File: src/inc/timer0_pkg.sv
// Constants shared by the timer counter and its two compare channels.
// Assumes an 8-bit counter advanced by a one-cycle timer tick input.
`default_nettype none

package timer0_pkg;

    // ************************************************************
    // Counter geometry and reset values
    // ************************************************************
    localparam int         CNT_W       = 8;
    localparam logic       WAVE_RST    = 1'b0;
    localparam logic       FLAG_RST    = 1'b0;
    localparam logic       BLOCK_RST   = 1'b0;

    // ************************************************************
    // Waveform mode select codes
    // ************************************************************
    localparam logic [2:0] WGM_NORMAL    = 3'h0;
    localparam logic [2:0] WGM_CLR_MATCH = 3'h2;
    localparam logic [2:0] WGM_FAST_MAX  = 3'h3;
    localparam logic [2:0] WGM_FAST_OCRA = 3'h7;
    localparam int         WGM_BIT2      = 2;

    // ************************************************************
    // Compare output mode codes and clock source
    // ************************************************************
    localparam logic [1:0] COM_OFF    = 2'h0;
    localparam logic [1:0] COM_TOGGLE = 2'h1;
    localparam logic [1:0] COM_CLEAR  = 2'h2;
    localparam logic [1:0] COM_SET    = 2'h3;
    localparam logic [2:0] CS_STOPPED = 3'h0;

endpackage

`default_nettype wire

File: src/verilog/compare_channel.sv
// One compare channel: compare register pair, match detect, wave register
// and the port pin override.
// Assumes the counter, blocking flag and timer tick come from the parent.
`default_nettype none
`timescale 1ns/10ps

module compare_channel #(
    parameter int CNT_W = timer0_pkg::CNT_W
) (
    input  wire logic             clk,
    input  wire logic             reset_n,
    input  wire logic             run,
    input  wire logic [CNT_W-1:0] count,
    input  wire logic             block,
    input  wire logic             wr,
    input  wire logic [CNT_W-1:0] wdata,
    input  wire logic             fast_pwm,
    input  wire logic             at_top,
    input  wire logic [1:0]       com,
    input  wire logic             toggle_ok,
    input  wire logic             force_strobe,
    input  wire logic             port_data,
    input  wire logic             port_dir,
    output logic [CNT_W-1:0]      compare_value,
    output logic [CNT_W-1:0]      active_value,
    output logic                  match,
    output logic                  wave_out,
    output logic                  pin_out,
    output logic                  pin_oe
);
    import timer0_pkg::*;

    logic [CNT_W-1:0] buffer_ff;
    logic [CNT_W-1:0] active_ff;
    logic             wave_ff;

    // ************************************************************
    // Compare registers
    // ************************************************************
    // Software always lands in the buffer; readback shows the buffer
    always_ff @(posedge clk or negedge reset_n) begin
        if (!reset_n) begin
            buffer_ff <= '0;
        end else if (wr) begin
            buffer_ff <= wdata;
        end
    end

    // Direct in non-PWM, reloaded only at TOP to BOTTOM in fast PWM
    always_ff @(posedge clk or negedge reset_n) begin
        if (!reset_n) begin
            active_ff <= '0;
        end else if (!fast_pwm) begin
            if (wr) begin
                active_ff <= wdata;
            end
        end else if (run && at_top) begin
            active_ff <= buffer_ff;
        end
    end

    // Equality only counts on a timer tick not blocked by a count write
    assign match = run && !block && (count == active_ff);

    // ************************************************************
    // Wave register
    // ************************************************************
    // Mode changes never touch it, so the level survives a mode switch
    always_ff @(posedge clk or negedge reset_n) begin
        if (!reset_n) begin
            wave_ff <= WAVE_RST;
        end else if (!fast_pwm) begin
            if (match || force_strobe) begin
                case (com)
                    COM_TOGGLE: wave_ff <= ~wave_ff;
                    COM_CLEAR:  wave_ff <= 1'b0;
                    COM_SET:    wave_ff <= 1'b1;
                    default:    wave_ff <= wave_ff;
                endcase
            end
        end else begin
            if (match) begin
                case (com)
                    COM_TOGGLE: wave_ff <= toggle_ok ? ~wave_ff : wave_ff;
                    COM_CLEAR:  wave_ff <= 1'b0;
                    COM_SET:    wave_ff <= 1'b1;
                    default:    wave_ff <= wave_ff;
                endcase
            end
            // BOTTOM wins over a match at TOP so MAX gives a flat level
            if (run && at_top) begin
                case (com)
                    COM_CLEAR: wave_ff <= 1'b1;
                    COM_SET:   wave_ff <= 1'b0;
                    default:   ; // Keeps a toggle at TOP alive
                endcase
            end
        end
    end

    // ************************************************************
    // Pin override
    // ************************************************************
    // Direction always stays with the port direction bit
    assign pin_out       = (com != COM_OFF) ? wave_ff : port_data;
    assign pin_oe        = port_dir;
    assign wave_out      = wave_ff;
    assign compare_value = buffer_ff;
    assign active_value  = active_ff;

endmodule

`default_nettype wire

File: src/verilog/timer0_wave.sv
// Counter, flags and waveform generation of an 8-bit timer with two
// compare channels (normal, clear-on-match and fast PWM modes).
// Assumes timer_tick is a one-cycle enable from an external prescaler
// and that all control inputs are synchronous to clk.
`default_nettype none
`timescale 1ns/10ps

module timer0_wave #(
    parameter int CNT_W = timer0_pkg::CNT_W
) (
    input  wire logic             clk,
    input  wire logic             reset_n,
    input  wire logic             timer_tick,
    input  wire logic [2:0]       clock_source_select,
    input  wire logic [2:0]       waveform_mode_select,
    input  wire logic [1:0]       compare_output_mode_a,
    input  wire logic [1:0]       compare_output_mode_b,
    input  wire logic             force_match_strobe_a,
    input  wire logic             force_match_strobe_b,
    input  wire logic             count_wr,
    input  wire logic [CNT_W-1:0] count_wdata,
    input  wire logic             compare_a_wr,
    input  wire logic [CNT_W-1:0] compare_a_wdata,
    input  wire logic             compare_b_wr,
    input  wire logic [CNT_W-1:0] compare_b_wdata,
    input  wire logic             overflow_clr,
    input  wire logic             match_a_clr,
    input  wire logic             match_b_clr,
    input  wire logic             port_data_a,
    input  wire logic             port_dir_a,
    input  wire logic             port_data_b,
    input  wire logic             port_dir_b,
    output logic [CNT_W-1:0]      timer_count,
    output logic [CNT_W-1:0]      compare_value_a,
    output logic [CNT_W-1:0]      compare_value_b,
    output logic                  overflow_flag,
    output logic                  match_flag_a,
    output logic                  match_flag_b,
    output logic                  wave_out_a,
    output logic                  wave_out_b,
    output logic                  pin_out_a,
    output logic                  pin_oe_a,
    output logic                  pin_out_b,
    output logic                  pin_oe_b
);
    import timer0_pkg::*;

    // ************************************************************
    // Elaboration check
    // ************************************************************
    // A one-bit counter cannot tell BOTTOM from TOP
    if (CNT_W < 2) begin : g_bad_width
        $error("timer0_wave: CNT_W must be at least 2");
    end

    localparam logic [CNT_W-1:0] CNT_MAX    = {CNT_W{1'b1}};
    localparam logic [CNT_W-1:0] CNT_BOTTOM = '0;
    localparam logic [CNT_W-1:0] CNT_ONE    = {{(CNT_W-1){1'b0}}, 1'b1};

    logic [CNT_W-1:0] count_ff;
    logic             block_ff;
    logic             overflow_ff;
    logic             match_a_ff;
    logic             match_b_ff;
    logic             run;
    logic             fast_pwm;
    logic             top_is_a;
    logic [CNT_W-1:0] top_val;
    logic             at_top;
    logic [CNT_W-1:0] active_a;
    logic [CNT_W-1:0] active_b;
    logic             match_a;
    logic             match_b;
    logic             toggle_ok_a;

    // ************************************************************
    // Mode decode
    // ************************************************************
    // Only the mode select bits feed the sequence; output modes never do
    assign run      = timer_tick && (clock_source_select != CS_STOPPED);
    assign fast_pwm = (waveform_mode_select == WGM_FAST_MAX) ||
                      (waveform_mode_select == WGM_FAST_OCRA);
    assign top_is_a = (waveform_mode_select == WGM_CLR_MATCH) ||
                      (waveform_mode_select == WGM_FAST_OCRA);
    assign top_val  = top_is_a ? active_a : CNT_MAX;
    assign at_top   = (count_ff == top_val);
    // Channel B has no toggle option in PWM modes
    assign toggle_ok_a = waveform_mode_select[WGM_BIT2];

    // ************************************************************
    // Counter
    // ************************************************************
    // A write wins; otherwise clear at TOP in the TOP-based modes
    always_ff @(posedge clk or negedge reset_n) begin
        if (!reset_n) begin
            count_ff <= CNT_BOTTOM;
        end else if (count_wr) begin
            count_ff <= count_wdata;
        end else if (run) begin
            if (top_is_a && at_top) begin
                count_ff <= CNT_BOTTOM;
            end else if (fast_pwm && at_top) begin
                count_ff <= CNT_BOTTOM;
            end else begin
                count_ff <= count_ff + CNT_ONE;
            end
        end
    end

    // Blocks matches until the next timer tick after a count write.
    // The blocked match is simply gone, which is why software must not
    // write the count equal to a live compare value.
    always_ff @(posedge clk or negedge reset_n) begin
        if (!reset_n) begin
            block_ff <= BLOCK_RST;
        end else if (count_wr) begin
            block_ff <= 1'b1;
        end else if (run) begin
            block_ff <= 1'b0;
        end
    end

    // ************************************************************
    // Flags
    // ************************************************************
    // Set beats clear so an event in the clearing cycle is kept
    always_ff @(posedge clk or negedge reset_n) begin
        if (!reset_n) begin
            overflow_ff <= FLAG_RST;
        end else if (run && !count_wr &&
                     (fast_pwm ? at_top : (count_ff == CNT_MAX))) begin
            overflow_ff <= 1'b1;
        end else if (overflow_clr) begin
            overflow_ff <= 1'b0;
        end
    end

    always_ff @(posedge clk or negedge reset_n) begin
        if (!reset_n) begin
            match_a_ff <= FLAG_RST;
        end else if (match_a) begin
            match_a_ff <= 1'b1;
        end else if (match_a_clr) begin
            match_a_ff <= 1'b0;
        end
    end

    always_ff @(posedge clk or negedge reset_n) begin
        if (!reset_n) begin
            match_b_ff <= FLAG_RST;
        end else if (match_b) begin
            match_b_ff <= 1'b1;
        end else if (match_b_clr) begin
            match_b_ff <= 1'b0;
        end
    end

    // ************************************************************
    // Compare channels
    // ************************************************************
    compare_channel #(
        .CNT_W (CNT_W)
    ) u_chan_a (
        .clk           (clk),
        .reset_n       (reset_n),
        .run           (run),
        .count         (count_ff),
        .block         (block_ff),
        .wr            (compare_a_wr),
        .wdata         (compare_a_wdata),
        .fast_pwm      (fast_pwm),
        .at_top        (at_top),
        .com           (compare_output_mode_a),
        .toggle_ok     (toggle_ok_a),
        .force_strobe  (force_match_strobe_a),
        .port_data     (port_data_a),
        .port_dir      (port_dir_a),
        .compare_value (compare_value_a),
        .active_value  (active_a),
        .match         (match_a),
        .wave_out      (wave_out_a),
        .pin_out       (pin_out_a),
        .pin_oe        (pin_oe_a)
    );

    compare_channel #(
        .CNT_W (CNT_W)
    ) u_chan_b (
        .clk           (clk),
        .reset_n       (reset_n),
        .run           (run),
        .count         (count_ff),
        .block         (block_ff),
        .wr            (compare_b_wr),
        .wdata         (compare_b_wdata),
        .fast_pwm      (fast_pwm),
        .at_top        (at_top),
        .com           (compare_output_mode_b),
        .toggle_ok     (1'b0),
        .force_strobe  (force_match_strobe_b),
        .port_data     (port_data_b),
        .port_dir      (port_dir_b),
        .compare_value (compare_value_b),
        .active_value  (active_b),
        .match         (match_b),
        .wave_out      (wave_out_b),
        .pin_out       (pin_out_b),
        .pin_oe        (pin_oe_b)
    );

    assign timer_count   = count_ff;
    assign overflow_flag = overflow_ff;
    assign match_flag_a  = match_a_ff;
    assign match_flag_b  = match_b_ff;

    // ************************************************************
    // Assertions
    // ************************************************************
    // No match may be seen in the tick right after a count write
    property p_block_after_write;
        @(posedge clk) disable iff (!reset_n)
        count_wr ##1 run |-> !match_a && !match_b;
    endproperty
    a_block_after_write: assert property (p_block_after_write)
        else $error("match not blocked after count write");

    // Write value lands regardless of what the counter was doing
    property p_write_priority;
        @(posedge clk) disable iff (!reset_n)
        count_wr |=> timer_count == $past(count_wdata);
    endproperty
    a_write_priority: assert property (p_write_priority)
        else $error("count write did not take priority");

    // Stopped clock source freezes the count
    property p_stopped;
        @(posedge clk) disable iff (!reset_n)
        (clock_source_select == CS_STOPPED) && !count_wr
            |=> $stable(timer_count);
    endproperty
    a_stopped: assert property (p_stopped)
        else $error("counter moved with clock source stopped");

    // Normal mode wraps MAX to BOTTOM and raises overflow with it
    property p_normal_wrap;
        @(posedge clk) disable iff (!reset_n)
        run && !count_wr && (waveform_mode_select == WGM_NORMAL) &&
        (timer_count == CNT_MAX)
            |=> (timer_count == CNT_BOTTOM) && overflow_flag;
    endproperty
    a_normal_wrap: assert property (p_normal_wrap)
        else $error("normal mode wrap or overflow wrong");

    // Clear-on-match clears at compare A and flags the match
    property p_clear_on_match;
        @(posedge clk) disable iff (!reset_n)
        run && !count_wr && !block_ff &&
        (waveform_mode_select == WGM_CLR_MATCH) && (timer_count == active_a)
            |=> (timer_count == CNT_BOTTOM) && match_flag_a;
    endproperty
    a_clear_on_match: assert property (p_clear_on_match)
        else $error("clear-on-match did not clear at compare A");

    // Fast PWM restarts from BOTTOM after TOP and sets overflow
    property p_fast_top;
        @(posedge clk) disable iff (!reset_n)
        run && !count_wr && fast_pwm && at_top
            |=> (timer_count == CNT_BOTTOM) && overflow_flag;
    endproperty
    a_fast_top: assert property (p_fast_top)
        else $error("fast PWM did not restart at TOP");

    // Channel B match shows on its flag one clock later
    property p_match_flag;
        @(posedge clk) disable iff (!reset_n)
        match_b |=> match_flag_b;
    endproperty
    a_match_flag: assert property (p_match_flag)
        else $error("match flag B not set by match");

    // Active output mode hands the pin to the wave register
    property p_override;
        @(posedge clk) disable iff (!reset_n)
        (compare_output_mode_a != COM_OFF)
            |-> (pin_out_a == wave_out_a) && (pin_oe_a == port_dir_a);
    endproperty
    a_override: assert property (p_override)
        else $error("pin A not overridden by wave output");

    // Output mode zero leaves the wave register untouched
    property p_com_off_hold;
        @(posedge clk) disable iff (!reset_n)
        compare_output_mode_a == COM_OFF |=> $stable(wave_out_a);
    endproperty
    a_com_off_hold: assert property (p_com_off_hold)
        else $error("wave A changed with output mode zero");

    // Non-PWM toggle mode flips wave A on each match
    property p_toggle;
        @(posedge clk) disable iff (!reset_n)
        !fast_pwm && match_a && (compare_output_mode_a == COM_TOGGLE)
            |=> wave_out_a != $past(wave_out_a);
    endproperty
    a_toggle: assert property (p_toggle)
        else $error("wave A did not toggle on match");

    // Non-inverting fast PWM sets the wave at BOTTOM
    property p_fast_bottom;
        @(posedge clk) disable iff (!reset_n)
        run && fast_pwm && at_top &&
        (compare_output_mode_b == COM_CLEAR) |=> wave_out_b;
    endproperty
    a_fast_bottom: assert property (p_fast_bottom)
        else $error("wave B not set at BOTTOM");

    // Fast PWM active compare only moves at TOP to BOTTOM
    property p_buffered;
        @(posedge clk) disable iff (!reset_n)
        fast_pwm && !(run && at_top) |=> $stable(active_b);
    endproperty
    a_buffered: assert property (p_buffered)
        else $error("fast PWM compare reloaded away from TOP");

endmodule

`default_nettype wire

File: config.mk
export PLATFORM = sky130hd
export DESIGN_NAME = timer0_wave
export DESIGN_NICKNAME = d
export VERILOG_FILES = /design/src/inc/timer0_pkg.sv /design/src/verilog/compare_channel.sv /design/src/verilog/timer0_wave.sv
export SDC_FILE = /design/constraint.sdc
export NUM_CORES = 1
export LEC_CHECK = 0
export ABC_AREA = 1
export BUFFER_PORTS_ARGS = -buffer_cell sky130_fd_sc_hd__buf_2
export CAP_MARGIN = 10
export CORE_UTILIZATION = 50
export CTS_BUF_LIST = sky130_fd_sc_hd__clkbuf_4 sky130_fd_sc_hd__clkbuf_8
export CTS_CLUSTER_SIZE = 30
export DETAILED_ROUTE_END_ITERATION = 10
export PLACE_DENSITY_LB_ADDON = 0.05
export SYNTH_ARGS = -nofsm -noshare
export SYNTH_HDL_FRONTEND = slang
export SYNTH_HIERARCHICAL = 1
export SYNTH_SLANG_ARGS = --single-unit
File: constraint.sdc
create_clock -name clk -period 1.8 [get_ports clk]
set_input_delay 0 -clock clk [delete_from_list [all_inputs] [get_ports clk]]
set_output_delay 0 -clock clk [all_outputs]
set_load 0.02 [all_outputs]
# Word level (Yosys, flattened, before mapping)
# Index checks and enable logic that the tools add are counted.
# Widths: inputs -> output; s select.
# totals
register_bits	46
in_bits	49
out_inout_bits	33
# op_classes
n_addsub	1
n_eq_ne	14
muxes	37
bitwise	2
reduce_logical	32
# ops
operator	count
$mux 8	11
$eq 8x8->1	3
$mux 1	20
$reduce_bool 2->1	10
$logic_and 1x1->1	9
$pmux 1 s3	3
$add 8x1->8 const B	1
$eq 2x2->1 const B	4
$eq 8x8->1 const B	1
$reduce_and 2->1	4
$reduce_bool 4->1	2
$eq 3x2->1 const B	2
$pmux 1 s2	3
$eq 2x1->1 const B	2
$logic_or 1x1->1	4
$eq 3x3->1 const B	1
$reduce_bool 3->1	1
$logic_not 1->1	2
$ne 2x1->1 const B	1
$not 1->1	2

# Logic depth before layout (Yosys ltp)
# Gate-level depths: netlist of run 1.
# depth
depth_word	9
mapped_depth	15

# By module
# The synthesis of run 1 kept the hierarchy.
# modules_own_cells
module	n_inst	cells_per_inst	area_per_inst_um2	seq_area_each_um2
compare_channel	2	163	1109.8	425.4
timer0_wave	1	166	1056.0	300.3

# Worst setup path after synthesis of run 1
# OpenSTA, ideal clock, no wires.
# synth_path
kind	reg-to-reg
from	reg count_ff[7], in the netlist timer_count[7]
to	reg u_chan_b.active_ff[0], in the netlist u_chan_b/active_value[0]
setup_ps	83
arrival_ps	1875
required_time_ps	1717
setup_slack_ps	-158
stages_incl_launch_ff	11
path_buffers	1
cell_sequence	dfrtp_1 > inv_1 > nand4_1 > nand2_1 > nand2_2 > nor4_1 > nand2_1 > o21ai_4 > buf_6 > o211ai_2 > o21ai_0
# synth_via
elab_chain_len	4
# synth_lines
element	line_no	rtl
from (decl)	timer0_wave.sv:60	logic [CNT_W-1:0] count_ff;
from (signal assigned)	timer0_wave.sv:98	count_ff <= count_wdata;
from (signal assigned)	timer0_wave.sv:105	count_ff <= count_ff + CNT_ONE;
$eq 8x8->1	timer0_wave.sv:86	assign at_top = (count_ff == top_val);
named net at_top	timer0_wave.sv:69	logic at_top;
$logic_and 1x1->1	compare_channel.sv:57	end else if (run && at_top) begin
$ne 2x1->1 (no line)	-	
$reduce_and 2->1 (no line)	-	
to (signal assigned)	compare_channel.sv:55	active_ff <= wdata;
to (signal assigned)	compare_channel.sv:58	active_ff <= buffer_ff;
to (decl)	compare_channel.sv:34	logic [CNT_W-1:0] active_ff;
# The timed path passes the listed nets, and every way through them passes these cells.
# A chain may end at the register's enable or synchronous reset.

# Worst setup path in the final report of run 1
# layout_path
from	reg u_chan_a.active_ff[2], in the netlist u_chan_a/active_value[2]
to	reg u_chan_a.active_ff[2], in the netlist u_chan_a/active_value[2]
# layout_via
elab_chain_len	5
# layout_lines
element	line_no	rtl
from (decl)	compare_channel.sv:34	
from (signal assigned)	compare_channel.sv:55	
from (signal assigned)	compare_channel.sv:58	
$mux 8	timer0_wave.sv:85	assign top_val = top_is_a ? active_a : CNT_MAX;
$eq 8x8->1	timer0_wave.sv:86	
named net at_top	timer0_wave.sv:69	
$logic_and 1x1->1	compare_channel.sv:57	
$ne 2x1->1 (no line)	-	
$reduce_and 2->1 (no line)	-	
# The timed path passes the listed nets, and every way through them passes these cells.

==> impl_metrics.toml, run 1 <==
[layout]
fillers = 552
most_common_cell_after_layout_fill_and_taps_aside = "nand2_1"
layout_common_cells = "nand2_1 (143), buf_2 (77), inv_1 (70)"
fin_nets = 681
final_cell_area_um2 = 4410
post_route_cells_drive_above_1_share_pct = 30.5
fin_cells = 709
antenna_cells = 0
final_core_util_pct = 69.5
area_delta_synth_final_pct = 34.7

[setup_path]
rr_startpoint = "u_chan_a/active_value[2]"
cp_data_required_time_ns = 2.00
worst-r2r-cell-count = 11
start_kind = "flop"
worst-r2r-setup-slack_ns = -0.06
critical_path.max_fanout = 14
cpLargestDelayFamily = "simple AND/OR/NAND/NOR gates"
worstPathCellList = "inv_1 > nand3_1 > nand2_1 > nand2_1 > nand2_2 > nor4_4 > nand2_2 > o21ai_4 > buf_12 > buf_4 > o21ai_1"
worst_path_max_delay_cell = "dfrtp_1"
critPathMaxStageDelay_ns = 0.39
cp.buffers_inverters = 3
worst-setup-path-type = "reg2reg"
arrival_time_of_the_worst_setup_path_ns = 2.06
rr_endpoint = "u_chan_a/active_value[2]"
setup.worst_path.end_class = "flop"

[grt]
global_route.usage.total_pct = 26.8
met1_usage_pct = 37.0
grt_antenna_before_repair = 0
grt.met3_usage_pct = 4.47
gr-total-overflow = 0
first_global_vias = 3269
grt_most_used_layer = "met2"
groute.layer.met2.usage_pct = 43.6
first_pass_grt_wire_length_mm = 15.0
pin_count_of_the_biggest_net_entering_global_routing = 47

[clocking]
clk-insertion-delay-late_ns = 0.31
clock_tree.root_cell = "clkbuf_8"
cts.path.max_buffers = 2
tritoncts = "yes"
ctsHtreeMaxLevel = 2
clock_sink_count = 46
clk_pin_slew_worst_setup_hold_paths_ns = 0.09
cts_inserted_buffers = 5

[sta]
final_critical_path_setup_slack_ns = -0.0587
layout_worst_path_cycle_share_pct = 103
slew-limit-headroom_pct = 59.8
max_slew.worst_pin.slew_ns = 0.603
holdWs_ns = -0.00259
finalSetupViolations = 13
finalCriticalPeriod_ns = 1.86
hold_viol_final = 1
setup_total_negative_slack_ns = -0.381
rsz0062_at_grt = "true"
timing.final.max_slew_violations = 0
maxClockFrequency_ghz = 0.538
fin_worst_skew_ns = 0.00529

[logic_synthesis]
postSynthNetCount = 542
synth_seq_cells = 46
synthesized_netlist_cell_count = 492
synthesis.area_um2 = 3280
seq_area_frac_synth_pct = 35.1
synth.yosys.warnings = 6
synthDistinctLibCells = 40
post_synth.cell_area_avg_um2 = 6.66

[die]
die_width_um = 82.9
initial_core_util_pct = 51.6
floorplan.core_area_um2 = 6350
die_y_um = 82.9
floorplan.die_area_um2 = 6880
design.portCount = 82
row_count = 29

[min_path]
depth_of_the_worst_hold_timing_path = 5
holdPathEnd = "timer_count[0]"
hold_start = "count_wdata[0]"
worst_hold_path_type = "in2reg"

[detailed_routing]
routed_wirelength_mm = 8.64
dr.first_iter.drc_count = 205
drcViolationCount = 0
firstDrtPassIters = 4
via_per_inst = 4.88
vias = 3459
route.detailed.wl_per_inst_um = 12.2
final_antenna_net_count = 0

[placement]
io_buffer_count = 77
placed_cells = 669
routability_driven_placement_congestion_ratio = 0.875
preCtsSetupSlack_ns = -0.0158
dpl.hpwl_mm = 6.19
placement.cell_area_um2 = 3990

[run]
maxCapViolCount = 0

[power_and_ir_drop]
power.static_leakage_nw = 2.40
irDropWorstVdd_v = 0.000556
power_density_over_cell_area_nw_per_um2 = 708
power.total_mw = 3.12

[run_status]
status = "finished, violations left"
violations = "negative hold slack, negative setup slack"
[how the worst max path moves through the flow]
stage / to / cells past startpoint / from / slack (ns)
CTS: u_chan_a/active_value[6] / 10 / timer_count[0] / -0.02
finish: u_chan_a/active_value[2] / 11 / u_chan_a/active_value[2] / -0.06
global placement: u_chan_b/active_value[7] / 12 / u_chan_a/active_value[4] / 0.008
floorplan: u_chan_b/active_value[0] / 10 / timer_count[1] / 0.002
global route: u_chan_a/active_value[6] / 12 / u_chan_a/active_value[3] / -0.20
detailed placement: u_chan_a/active_value[4] / 12 / u_chan_a/active_value[3] / -0.02
[worst min-delay path: stages]
cell and delay (ns):
buf_2 0.07, nand2_1 0.05, o21ai_1 0.07, inv_1 0.04
nand2_1 0.05
[layout make-up]
cell class	count	area, um2	area share, %
Multi-Input combinational cell	339	1720	39.1
Sequential cell	46	1160	26.3
Timing Repair Buffer	146	990	22.4
Inverter	93	352	7.97
Tap cell	77	96.3	2.18
Clock buffer	6	76.3	1.73
Clock inverter	2	13.8	0.312
[per-layer routing]
layer,wire [um],vias up
met2,3920,89
li1,-,1812
met3,332,13
met5,0,-
met4,161,0
met1,4220,1545
[flip-flops by register name, indices dropped and copies added (netlist names)]
signal,flops
match_flag_a,1
u_chan_b/compare_value,8
u_chan_b/active_value,8
u_chan_a/active_value,8
timer_count,8
u_chan_a/compare_value,8
u_chan_a/wave_out,1
overflow_flag,1
match_flag_b,1
u_chan_b/wave_out,1
block_ff,1
[power breakdown]
part / switching, mW / internal [mW] / total (mW)
clock: 0.381 / 0.290 / 0.671
combinational: 0.689 / 0.511 / 1.20
sequential: 0.101 / 1.15 / 1.25
[cells in the mapped netlist, drive strengths merged]
master / instances / share of area (%)
nand2: 155 / 18
inv: 91 / 10
nor2: 51 / 6.3
dfrtp: 46 / 35
o21ai: 32 / 5.6
nand3: 23 / 3.8
a21oi: 21 / 3.7
o211ai: 13 / 3.7
buf: 10 / 2.6
nand4: 9 / 1.7
or2: 7 / 1.3
a31oi: 5 / 0.95
xnor2: 5 / 1.3
clkbuf: 4 / 0.46
nand3b: 4 / 0.92
nor3: 3 / 0.61
clkinv: 2 / 0.23
mux2: 2 / 0.69
nor4: 2 / 0.38
o21bai: 2 / 0.46
conb: 1 / 0.11
ha: 1 / 0.38
nor3b: 1 / 0.23
o31a: 1 / 0.27
xor2: 1 / 0.27
[cells by family (layout without fill, tap and decap cells)]
family	Yosys count	in the layout	synth area share, %
other	1	1	0.114
adder cells (fa/ha/maj)	1	1	0.382
flip-flops	46	46	35.1
XOR/XNOR	6	6	1.60
AO/OA/AOI/OAI	74	74	14.6
multiplexers	2	2	0.687
AND/OR/NAND/NOR	255	255	33.8
buffers and inverters	107	247	13.7
[timing repair]
| item | CTS | global route |
|---|---|---|
| resized for setup | 6 | 10 |
| buffers inserted | 3 | 6 |
| hold buffers | 23 | 0 |
| pin swaps | 2 | 4 |
| setup endpoints to repair | 17 | 18 |
| hold endpoints to repair | 72 | 0 |
Power figures use the tool's default switching activity.
==> inputs of run 2 (changes only) <==
ABC_AREA = not set   (was 1)
CORE_UTILIZATION = 48   (was 50)
CTS_BUF_LIST = sky130_fd_sc_hd__clkbuf_16   (was sky130_fd_sc_hd__clkbuf_4 sky130_fd_sc_hd__clkbuf_8)
==> run 2 against run 1 <==
The flow finishes with violations (negative setup slack). Clock power increased by 58%. Utilization decreased by 0.39 points. Clock skew about the same. Combinational power decreased by 8%. Die area decreased by 5.7%. Critical endpoint is now u_chan_b/wave_out. Highest routed layer is now met5.
==> impl_metrics.toml, run 2 <==
[grt]
first_global_vias = 2585
first_pass_grt_wire_length_mm = 12.3
global_route.usage.total_pct = 25.2
grt_antenna_before_repair = 1
gr-total-overflow = 0
pin_count_of_the_biggest_net_entering_global_routing = 47

[placement]
io_buffer_count = 77
dpl.hpwl_mm = 5.31
routability_driven_placement_congestion_ratio = 0.882

[sta]
slew-limit-headroom_pct = 58.4
timing.final.max_slew_violations = 0
maxClockFrequency_ghz = 0.431
finalCriticalPeriod_ns = 2.32
finalSetupViolations = 20
rsz0062_at_grt = "true"
layout_worst_path_cycle_share_pct = 129
fin_worst_skew_ns = 0.00538
hold_viol_final = 0
max_slew.worst_pin.slew_ns = 0.621
final_critical_path_setup_slack_ns = -0.521

[die]
floorplan.die_area_um2 = 6490
row_count = 28
floorplan.core_area_um2 = 5920
die_y_um = 80.5
die_width_um = 80.5
design.portCount = 82
initial_core_util_pct = 50.0

[setup_path]
crit_cells = 9
start_kind = "flop"
launching_element_of_the_worst_setup_path = "u_chan_a/active_value[5]"
worst_path_max_delay_cell = "dfrtp_1"
worst-setup-path-type = "reg2reg"
worstPathCellList = "nand2b_4 > or3_1 > a22oi_1 > and4_4 > nand2_2 > a22o_1 > a2111oi_2 > mux2_4 > a31oi_1"
cp_data_required_time_ns = 1.97
critical_path.max_fanout = 3
cp.buffers_inverters = 0
rr_startpoint = "u_chan_a/active_value[5]"
critPathMaxStageDelay_ns = 0.37
setup.worst_path.end_class = "flop"
cpLargestDelayFamily = "simple AND/OR/NAND/NOR gates"
arrival_time_of_the_worst_setup_path_ns = 2.49
worst-r2r-cell-count = 9

[power_and_ir_drop]
switching_power_mw = 1.09
combPwrFrac_pct = 32.2
power_density_over_cell_area_nw_per_um2 = 833
switching_share_pct = 31.8
p_seq_share_pct = 36.8
irDropWorstVdd_v = 0.000494
power.total_mw = 3.41
cellInternalPower_mw = 2.32
clock_power_share_pct = 31.0
power.static_leakage_nw = 1.82

[logic_synthesis]
synth-edff-count = 0
synth_seq_cells = 46
synthesis.area_um2 = 2960
post_synth.cell_area_avg_um2 = 9.71
yosysMostFrequentCell = "dfrtp_1"
synthDistinctLibCells = 56
synth.yosys.warnings = 6
seq_area_frac_synth_pct = 38.9
dominantRegCellSynth = "dfrtp_1"
ys_top_cells_by_count = "dfrtp_1 (46), nand2_1 (28), mux2_2 (17), o21ai_0 (17)"
netlist_top_cells_area = "dfrtp_1 (39%), mux2_2 (6.5%), mux2i_1 (5.4%)"
postSynth.asyncResetShare_pct = 100
library_cell_with_the_largest_summed_area_after_synthesis = "dfrtp_1"
synthesized_netlist_cell_count = 305
synth_largest_type_area_fraction_pct = 38.9

[clocking]
clk_pin_slew_worst_setup_hold_paths_ns = 0.07
tritoncts = "yes"
ctsHtreeMaxLevel = 2
clock_tree.root_cell = "clkbuf_16"
cts.path.max_buffers = 2
clk-insertion-delay-late_ns = 0.29
clock_sink_count = 46
cts_inserted_buffers = 5

[layout]
layout_common_cells = "buf_2 (77), dfrtp_1 (44), buf_4 (31)"
fin_nets = 483
antenna_cells = 0
multi_input_comb_area_um2 = 1780
fillers = 509
regArea_um2 = 1150
area_delta_synth_final_pct = 38.2
post_route_cells_drive_above_1_share_pct = 38.9
final_core_util_pct = 69.1
most_common_cell_after_layout_fill_and_taps_aside = "buf_2"

[detailed_routing]
drcViolationCount = 0
firstDrtPassIters = 4
final_antenna_net_count = 0
dr.first_iter.drc_count = 149
route.detailed.wl_per_inst_um = 15.4
via_per_inst = 5.53
vias = 2817
routed_wirelength_mm = 7.86

[run]
maxCapViolCount = 0

[min_path]
depth_of_the_worst_hold_timing_path = 0
hold_start = "port_dir_a"
worst_hold_path_type = "in2out"

[run_status]
status = "finished, violations left"
violations = "negative setup slack"
==> run 2: changes by cell type after synthesis, moves of 10 or more <==
cell	delta
inv_1	-77
mux2_2	+15
mux2i_1	+16
nand2_1	-122
nand3_1	-14
nor2_1	-33
nor2b_1	+15
o211ai_1	-10
xnor2_1	+11
==> run 2: path summary, 6_finish.rpt <==
kind	slack, ns	end
max	-0.52	u_chan_b/wave_out
min	0.0002	pin_oe_a
max reg2reg	-0.52	u_chan_b/wave_out
min reg2reg	0.48	match_flag_b
max in group asynchronous	1.34	timer_count[5]
min in group asynchronous	0.21	overflow_flag
==> run 2: per-layer routing <==
| layer | vias to the layer above | GRT usage, % | wire length, um |
|---|---|---|---|
| met4 | 2 | 6.61 | 115 |
| li1 | 1374 | - | - |
| met2 | 73 | 43.6 | 3790 |
| met5 | - | 0 | 13 |
| met1 | 1354 | 31.6 | 3600 |
| met3 | 14 | 5.00 | 342 |
==> run 2: power groups by stage <==
stage	combinational [mW]	clock [mW]	sequential, mW
after global placement	0.996	0	1.27
after floorplan	0.521	0	1.39
after global routing	1.20	1.11	1.27
final	1.10	1.06	1.25
after detailed placement	1.01	0	1.27
after CTS	1.06	1.07	1.25
==> run 2: timing repair <==
action,in CTS,in global routing
setup endpoints to repair,25,27
hold buffers,20,0
setup buffers,1,3
cloned,1,1
hold endpoints to repair,69,0
resized for setup,7,10
pin swaps,9,6
==> run 2: final cells by class <==
cell class / instances / area share (%)
flip-flops and latches: 46 / 28.2
repair buffers: 132 / 21.3
multi-input cells: 241 / 43.5
inverters: 7 / 0.642
clock buffers: 5 / 3.06
clock inverters: 3 / 1.01
well taps: 75 / 2.29
==> run 2: worst reg2reg max path, delay by kind of cell, from the launching register on <==
| kind | cells | cell delay, ns |
|---|---|---|
| AND/OR/NAND/NOR | 4 | 0.84 |
| flip-flops | 1 | 0.37 |
| AO/OA/AOI/OAI | 4 | 0.77 |
| multiplexers | 1 | 0.20 |
==> run 2: cells by family after synthesis <==
group / count (synthesis) / share of synthesized area, %
AO/OA/AOI/OAI: 79 / 18.2
adder cells (fa/ha/maj): 1 / 0.423
multiplexers: 35 / 12.6
buffers and inverters: 21 / 4.69
AND/OR/NAND/NOR: 101 / 17.8
other: 1 / 0.127
flip-flops: 46 / 38.9
XOR/XNOR: 21 / 7.23
==> run 2: stage by stage <==
stage | setup TNS [ns] | cells | hold slack [ns] | instance area (um2) | worst slack, ns
floorplan | -3.72 | 306 | -0.296 | 2980 | -0.521
global placement | -4.90 | 475 | 0.000149 | 3590 | -0.415
detailed placement | -5.63 | 475 | 0.000149 | 3590 | -0.505
CTS | -5.45 | 505 | 0.000149 | 4010 | -0.467
global route | -7.47 | 509 | 0.000106 | 4090 | -0.563
finish | -6.12 | 509 | 0.000167 | 4090 | -0.521
==> inputs of run 3 (changes only) <==
CORE_UTILIZATION = 46   (was 48)
SYNTH_HIERARCHICAL = not set   (was 1)
==> run 3 against run 2 <==
Sequential power up 4%. Sequential share of layout area shrank 1.2 points. Clock-buffer cell count is the same. Wire length is 1.9% lower. Die area is 5.7% lower. Setup slack gained 0.099 ns. Clock power barely moved. Register-to-register slack improved by 0.099 ns. Global-route usage rose by 1.4 points. Synthesized cell count decreased by 19%. The run still ends with negative setup slack left. Sequential cell count unchanged. Via count decreased by 11%.
==> impl_metrics.toml, run 3 <==
[run_status]
status = "finished, violations left"
violations = "negative setup slack"

[placement]
dpl.hpwl_mm = 5.14
preCtsSetupSlack_ns = -0.429
io_buffer_count = 77
routability_driven_placement_congestion_ratio = 0.874
placed_cells = 440

[sta]
layout_worst_path_cycle_share_pct = 123
hold_viol_final = 0
maxClockFrequency_ghz = 0.450
timing.final.max_slew_violations = 0
finalCriticalPeriod_ns = 2.22
rsz0062_at_grt = "true"
finalSetupViolations = 26
fin_worst_skew_ns = 0.00608
slew-limit-headroom_pct = 60.0
max_slew.worst_pin.slew_ns = 0.599
setup_total_negative_slack_ns = -10.0
final_critical_path_setup_slack_ns = -0.422

[grt]
gr-total-overflow = 0
first_pass_grt_wire_length_mm = 12.5
global_route.usage.total_pct = 26.5
grt_antenna_before_repair = 0
pin_count_of_the_biggest_net_entering_global_routing = 47
first_global_vias = 2580

[clocking]
clk_pin_slew_worst_setup_hold_paths_ns = 0.07
clk-insertion-delay-late_ns = 0.29
clock_tree.root_cell = "clkbuf_16"
clock_sink_count = 46
cts_inserted_buffers = 5
cts.path.max_buffers = 2
tritoncts = "yes"
ctsHtreeMaxLevel = 2

[power_and_ir_drop]
p_seq_share_pct = 35.8
irDropWorstVdd_v = 0.000695
power.total_mw = 3.63
switching_power_mw = 1.12
switching_share_pct = 30.8
combPwrFrac_pct = 35.0
cellInternalPower_mw = 2.51
clock_power_share_pct = 29.2
power.static_leakage_nw = 1.99
power_density_over_cell_area_nw_per_um2 = 846

[die]
row_count = 27
initial_core_util_pct = 48.2
die_width_um = 78.2
design.portCount = 82
die_y_um = 78.2
floorplan.core_area_um2 = 5540
floorplan.die_area_um2 = 6120

[detailed_routing]
firstDrtPassIters = 4
drcViolationCount = 0
dr.first_iter.drc_count = 74
vias = 2520
routed_wirelength_mm = 7.71
route.detailed.wl_per_inst_um = 16.1
final_antenna_net_count = 0
via_per_inst = 5.25

[setup_path]
cp_data_required_time_ns = 1.95
arrival_time_of_the_worst_setup_path_ns = 2.38
critPathMaxStageDelay_ns = 0.43
critical_path.max_fanout = 8
worstPathCellList = "nor2b_4 > a2111oi_4 > a31oi_2 > buf_4 > nor4_4 > buf_6 > a21oi_2 > a221o_1"
setup.worst_path.end_class = "flop"
cp.buffers_inverters = 2
start_kind = "flop"
worst_path_max_delay_cell = "dfrtp_2"
cpLargestDelayFamily = "compound AO/OA/AOI/OAI gates"
worst-setup-path-type = "reg2reg"

[layout]
fillers = 387
regArea_um2 = 1160
antenna_cells = 0
fin_cells = 480
final_core_util_pct = 77.5
layout_common_cells = "buf_2 (77), buf_4 (55), dfrtp_1 (39)"
fin_nets = 457
post_route_cells_drive_above_1_share_pct = 57.4
multi_input_comb_area_um2 = 1710
area_delta_synth_final_pct = 60.7
most_common_cell_after_layout_fill_and_taps_aside = "buf_2"

[logic_synthesis]
synth_seq_cells = 46
netlist_top_cells_area = "dfrtp_1 (43%), mux2_2 (14%), mux2_1 (6.3%)"
yosysMostFrequentCell = "dfrtp_1"
dominantRegCellSynth = "dfrtp_1"
synthDistinctLibCells = 52
ys_top_cells_by_count = "dfrtp_1 (46), mux2_2 (33), nand2_1 (16)"
synth-xor-area-share_pct = 3.28
synth_simple_gate_area_share_pct = 15.8
synth_compound_gate_area_share_pct = 13.0
seq_area_frac_synth_pct = 43.1
synth-edff-count = 0
synthesis.area_um2 = 2670
post_synth.cell_area_avg_um2 = 10.8
postSynthNetCount = 298
synth_top_family_by_area = "multiplexers"
synthesized_netlist_cell_count = 248
synth_largest_type_area_fraction_pct = 43.1
synth.yosys.warnings = 0
post_synth_mux_area_share_pct = 21.0
library_cell_with_the_largest_summed_area_after_synthesis = "dfrtp_1"
synthAdderAreaFrac_pct = 0.468
postSynth.asyncResetShare_pct = 100

[min_path]
worst_hold_path_type = "in2out"

[run]
maxCapViolCount = 0
-- run 3: cell types whose count changed after synthesis, moves of 6 or more --
| cell | before | now |
|---|---|---|
| nand2_1 | 28 | 16 |
| xnor2_1 | 16 | 10 |
| mux2_2 | 17 | 33 |
| mux2i_1 | 16 | 2 |
| o21ai_0 | 17 | 7 |
| mux2_1 | 2 | 15 |
| nor2_1 | 16 | 8 |
| o21ai_1 | 14 | 0 |
| a221oi_1 | 6 | 0 |
-- run 3: kinds of logic after synthesis --
| group | after synthesis |
|---|---|
| compound gates | 45 |
| xor+xnor | 10 |
| fa+ha+maj | 1 |
| buf+inv | 22 |
| flops | 46 |
| mux | 50 |
| simple gates | 74 |
-- run 3: power by group through the flow --
stage / clock network, mW / logic, mW / registers (mW)
6_report: 1.06 / 1.27 / 1.30
5_1_grt: 1.12 / 1.36 / 1.32
4_1_cts: 1.08 / 1.23 / 1.29
3_5_place_dp: 0 / 1.07 / 1.31
3_3_place_gp: 0 / 1.06 / 1.30
2_1_floorplan: 0 / 0.500 / 1.39
-- run 3: worst reg2reg max path: cells and delay by family, from the launching register on --
family | cells | cell delay, ns
AOI/OAI and AO/OA | 4 | 0.87
DFF | 1 | 0.43
and+or+nand+nor | 2 | 0.41
buffers and inverters | 2 | 0.37
-- run 3: final cells by class --
class / count / share of cell area, %
tap: 72 / 2.10
clock buffer: 5 / 2.91
sequential: 46 / 27.0
clock inverter: 3 / 1.02
multi-input combinational: 180 / 39.8
timing repair buffer: 163 / 26.2
inverter: 11 / 0.962
-- run 3: through the flow --
step | hold slack (ns) | cell area (um2)
6_report | 0.000163 | 4290
5_1_grt | 0.0000880 | 4290
4_1_cts | 0.000339 | 4240
3_5_place_dp | 0.000339 | 3590
3_3_place_gp | 0.000339 | 3590
2_1_floorplan | -0.296 | 2760
-- run 3: final timing paths --
path	startpoint	endpoint	slack [ns]	cells past startpoint
min	port_dir_b	pin_oe_b	0.0002	0
min reg2reg	match_flag_b	match_flag_b	0.48	1
max	timer_count[7]	timer_count[2]	-0.42	8
max reg2reg	timer_count[7]	timer_count[2]	-0.42	8
max in group asynchronous	reset_n	timer_count[1]	1.02	3
min in group asynchronous	reset_n	u_chan_a.wave_out	0.33	3
-- run 3: metal layers --
layer	up-vias	global-route usage [%]	share of wire (%)
li1	1230	-	-
met1	1207	33.1	44
met2	72	46.2	50
met3	11	3.49	4.0
met4	0	10.9	2.0
met5	-	0	0
-- run 3: repair_timing --
item,in CTS,in global routing
endpoints found under the setup margin,27,27
setup buffers,6,3
hold buffers,26,0
gates resized for setup,39,11
endpoints found under the hold margin,71,0
pin swaps,12,6
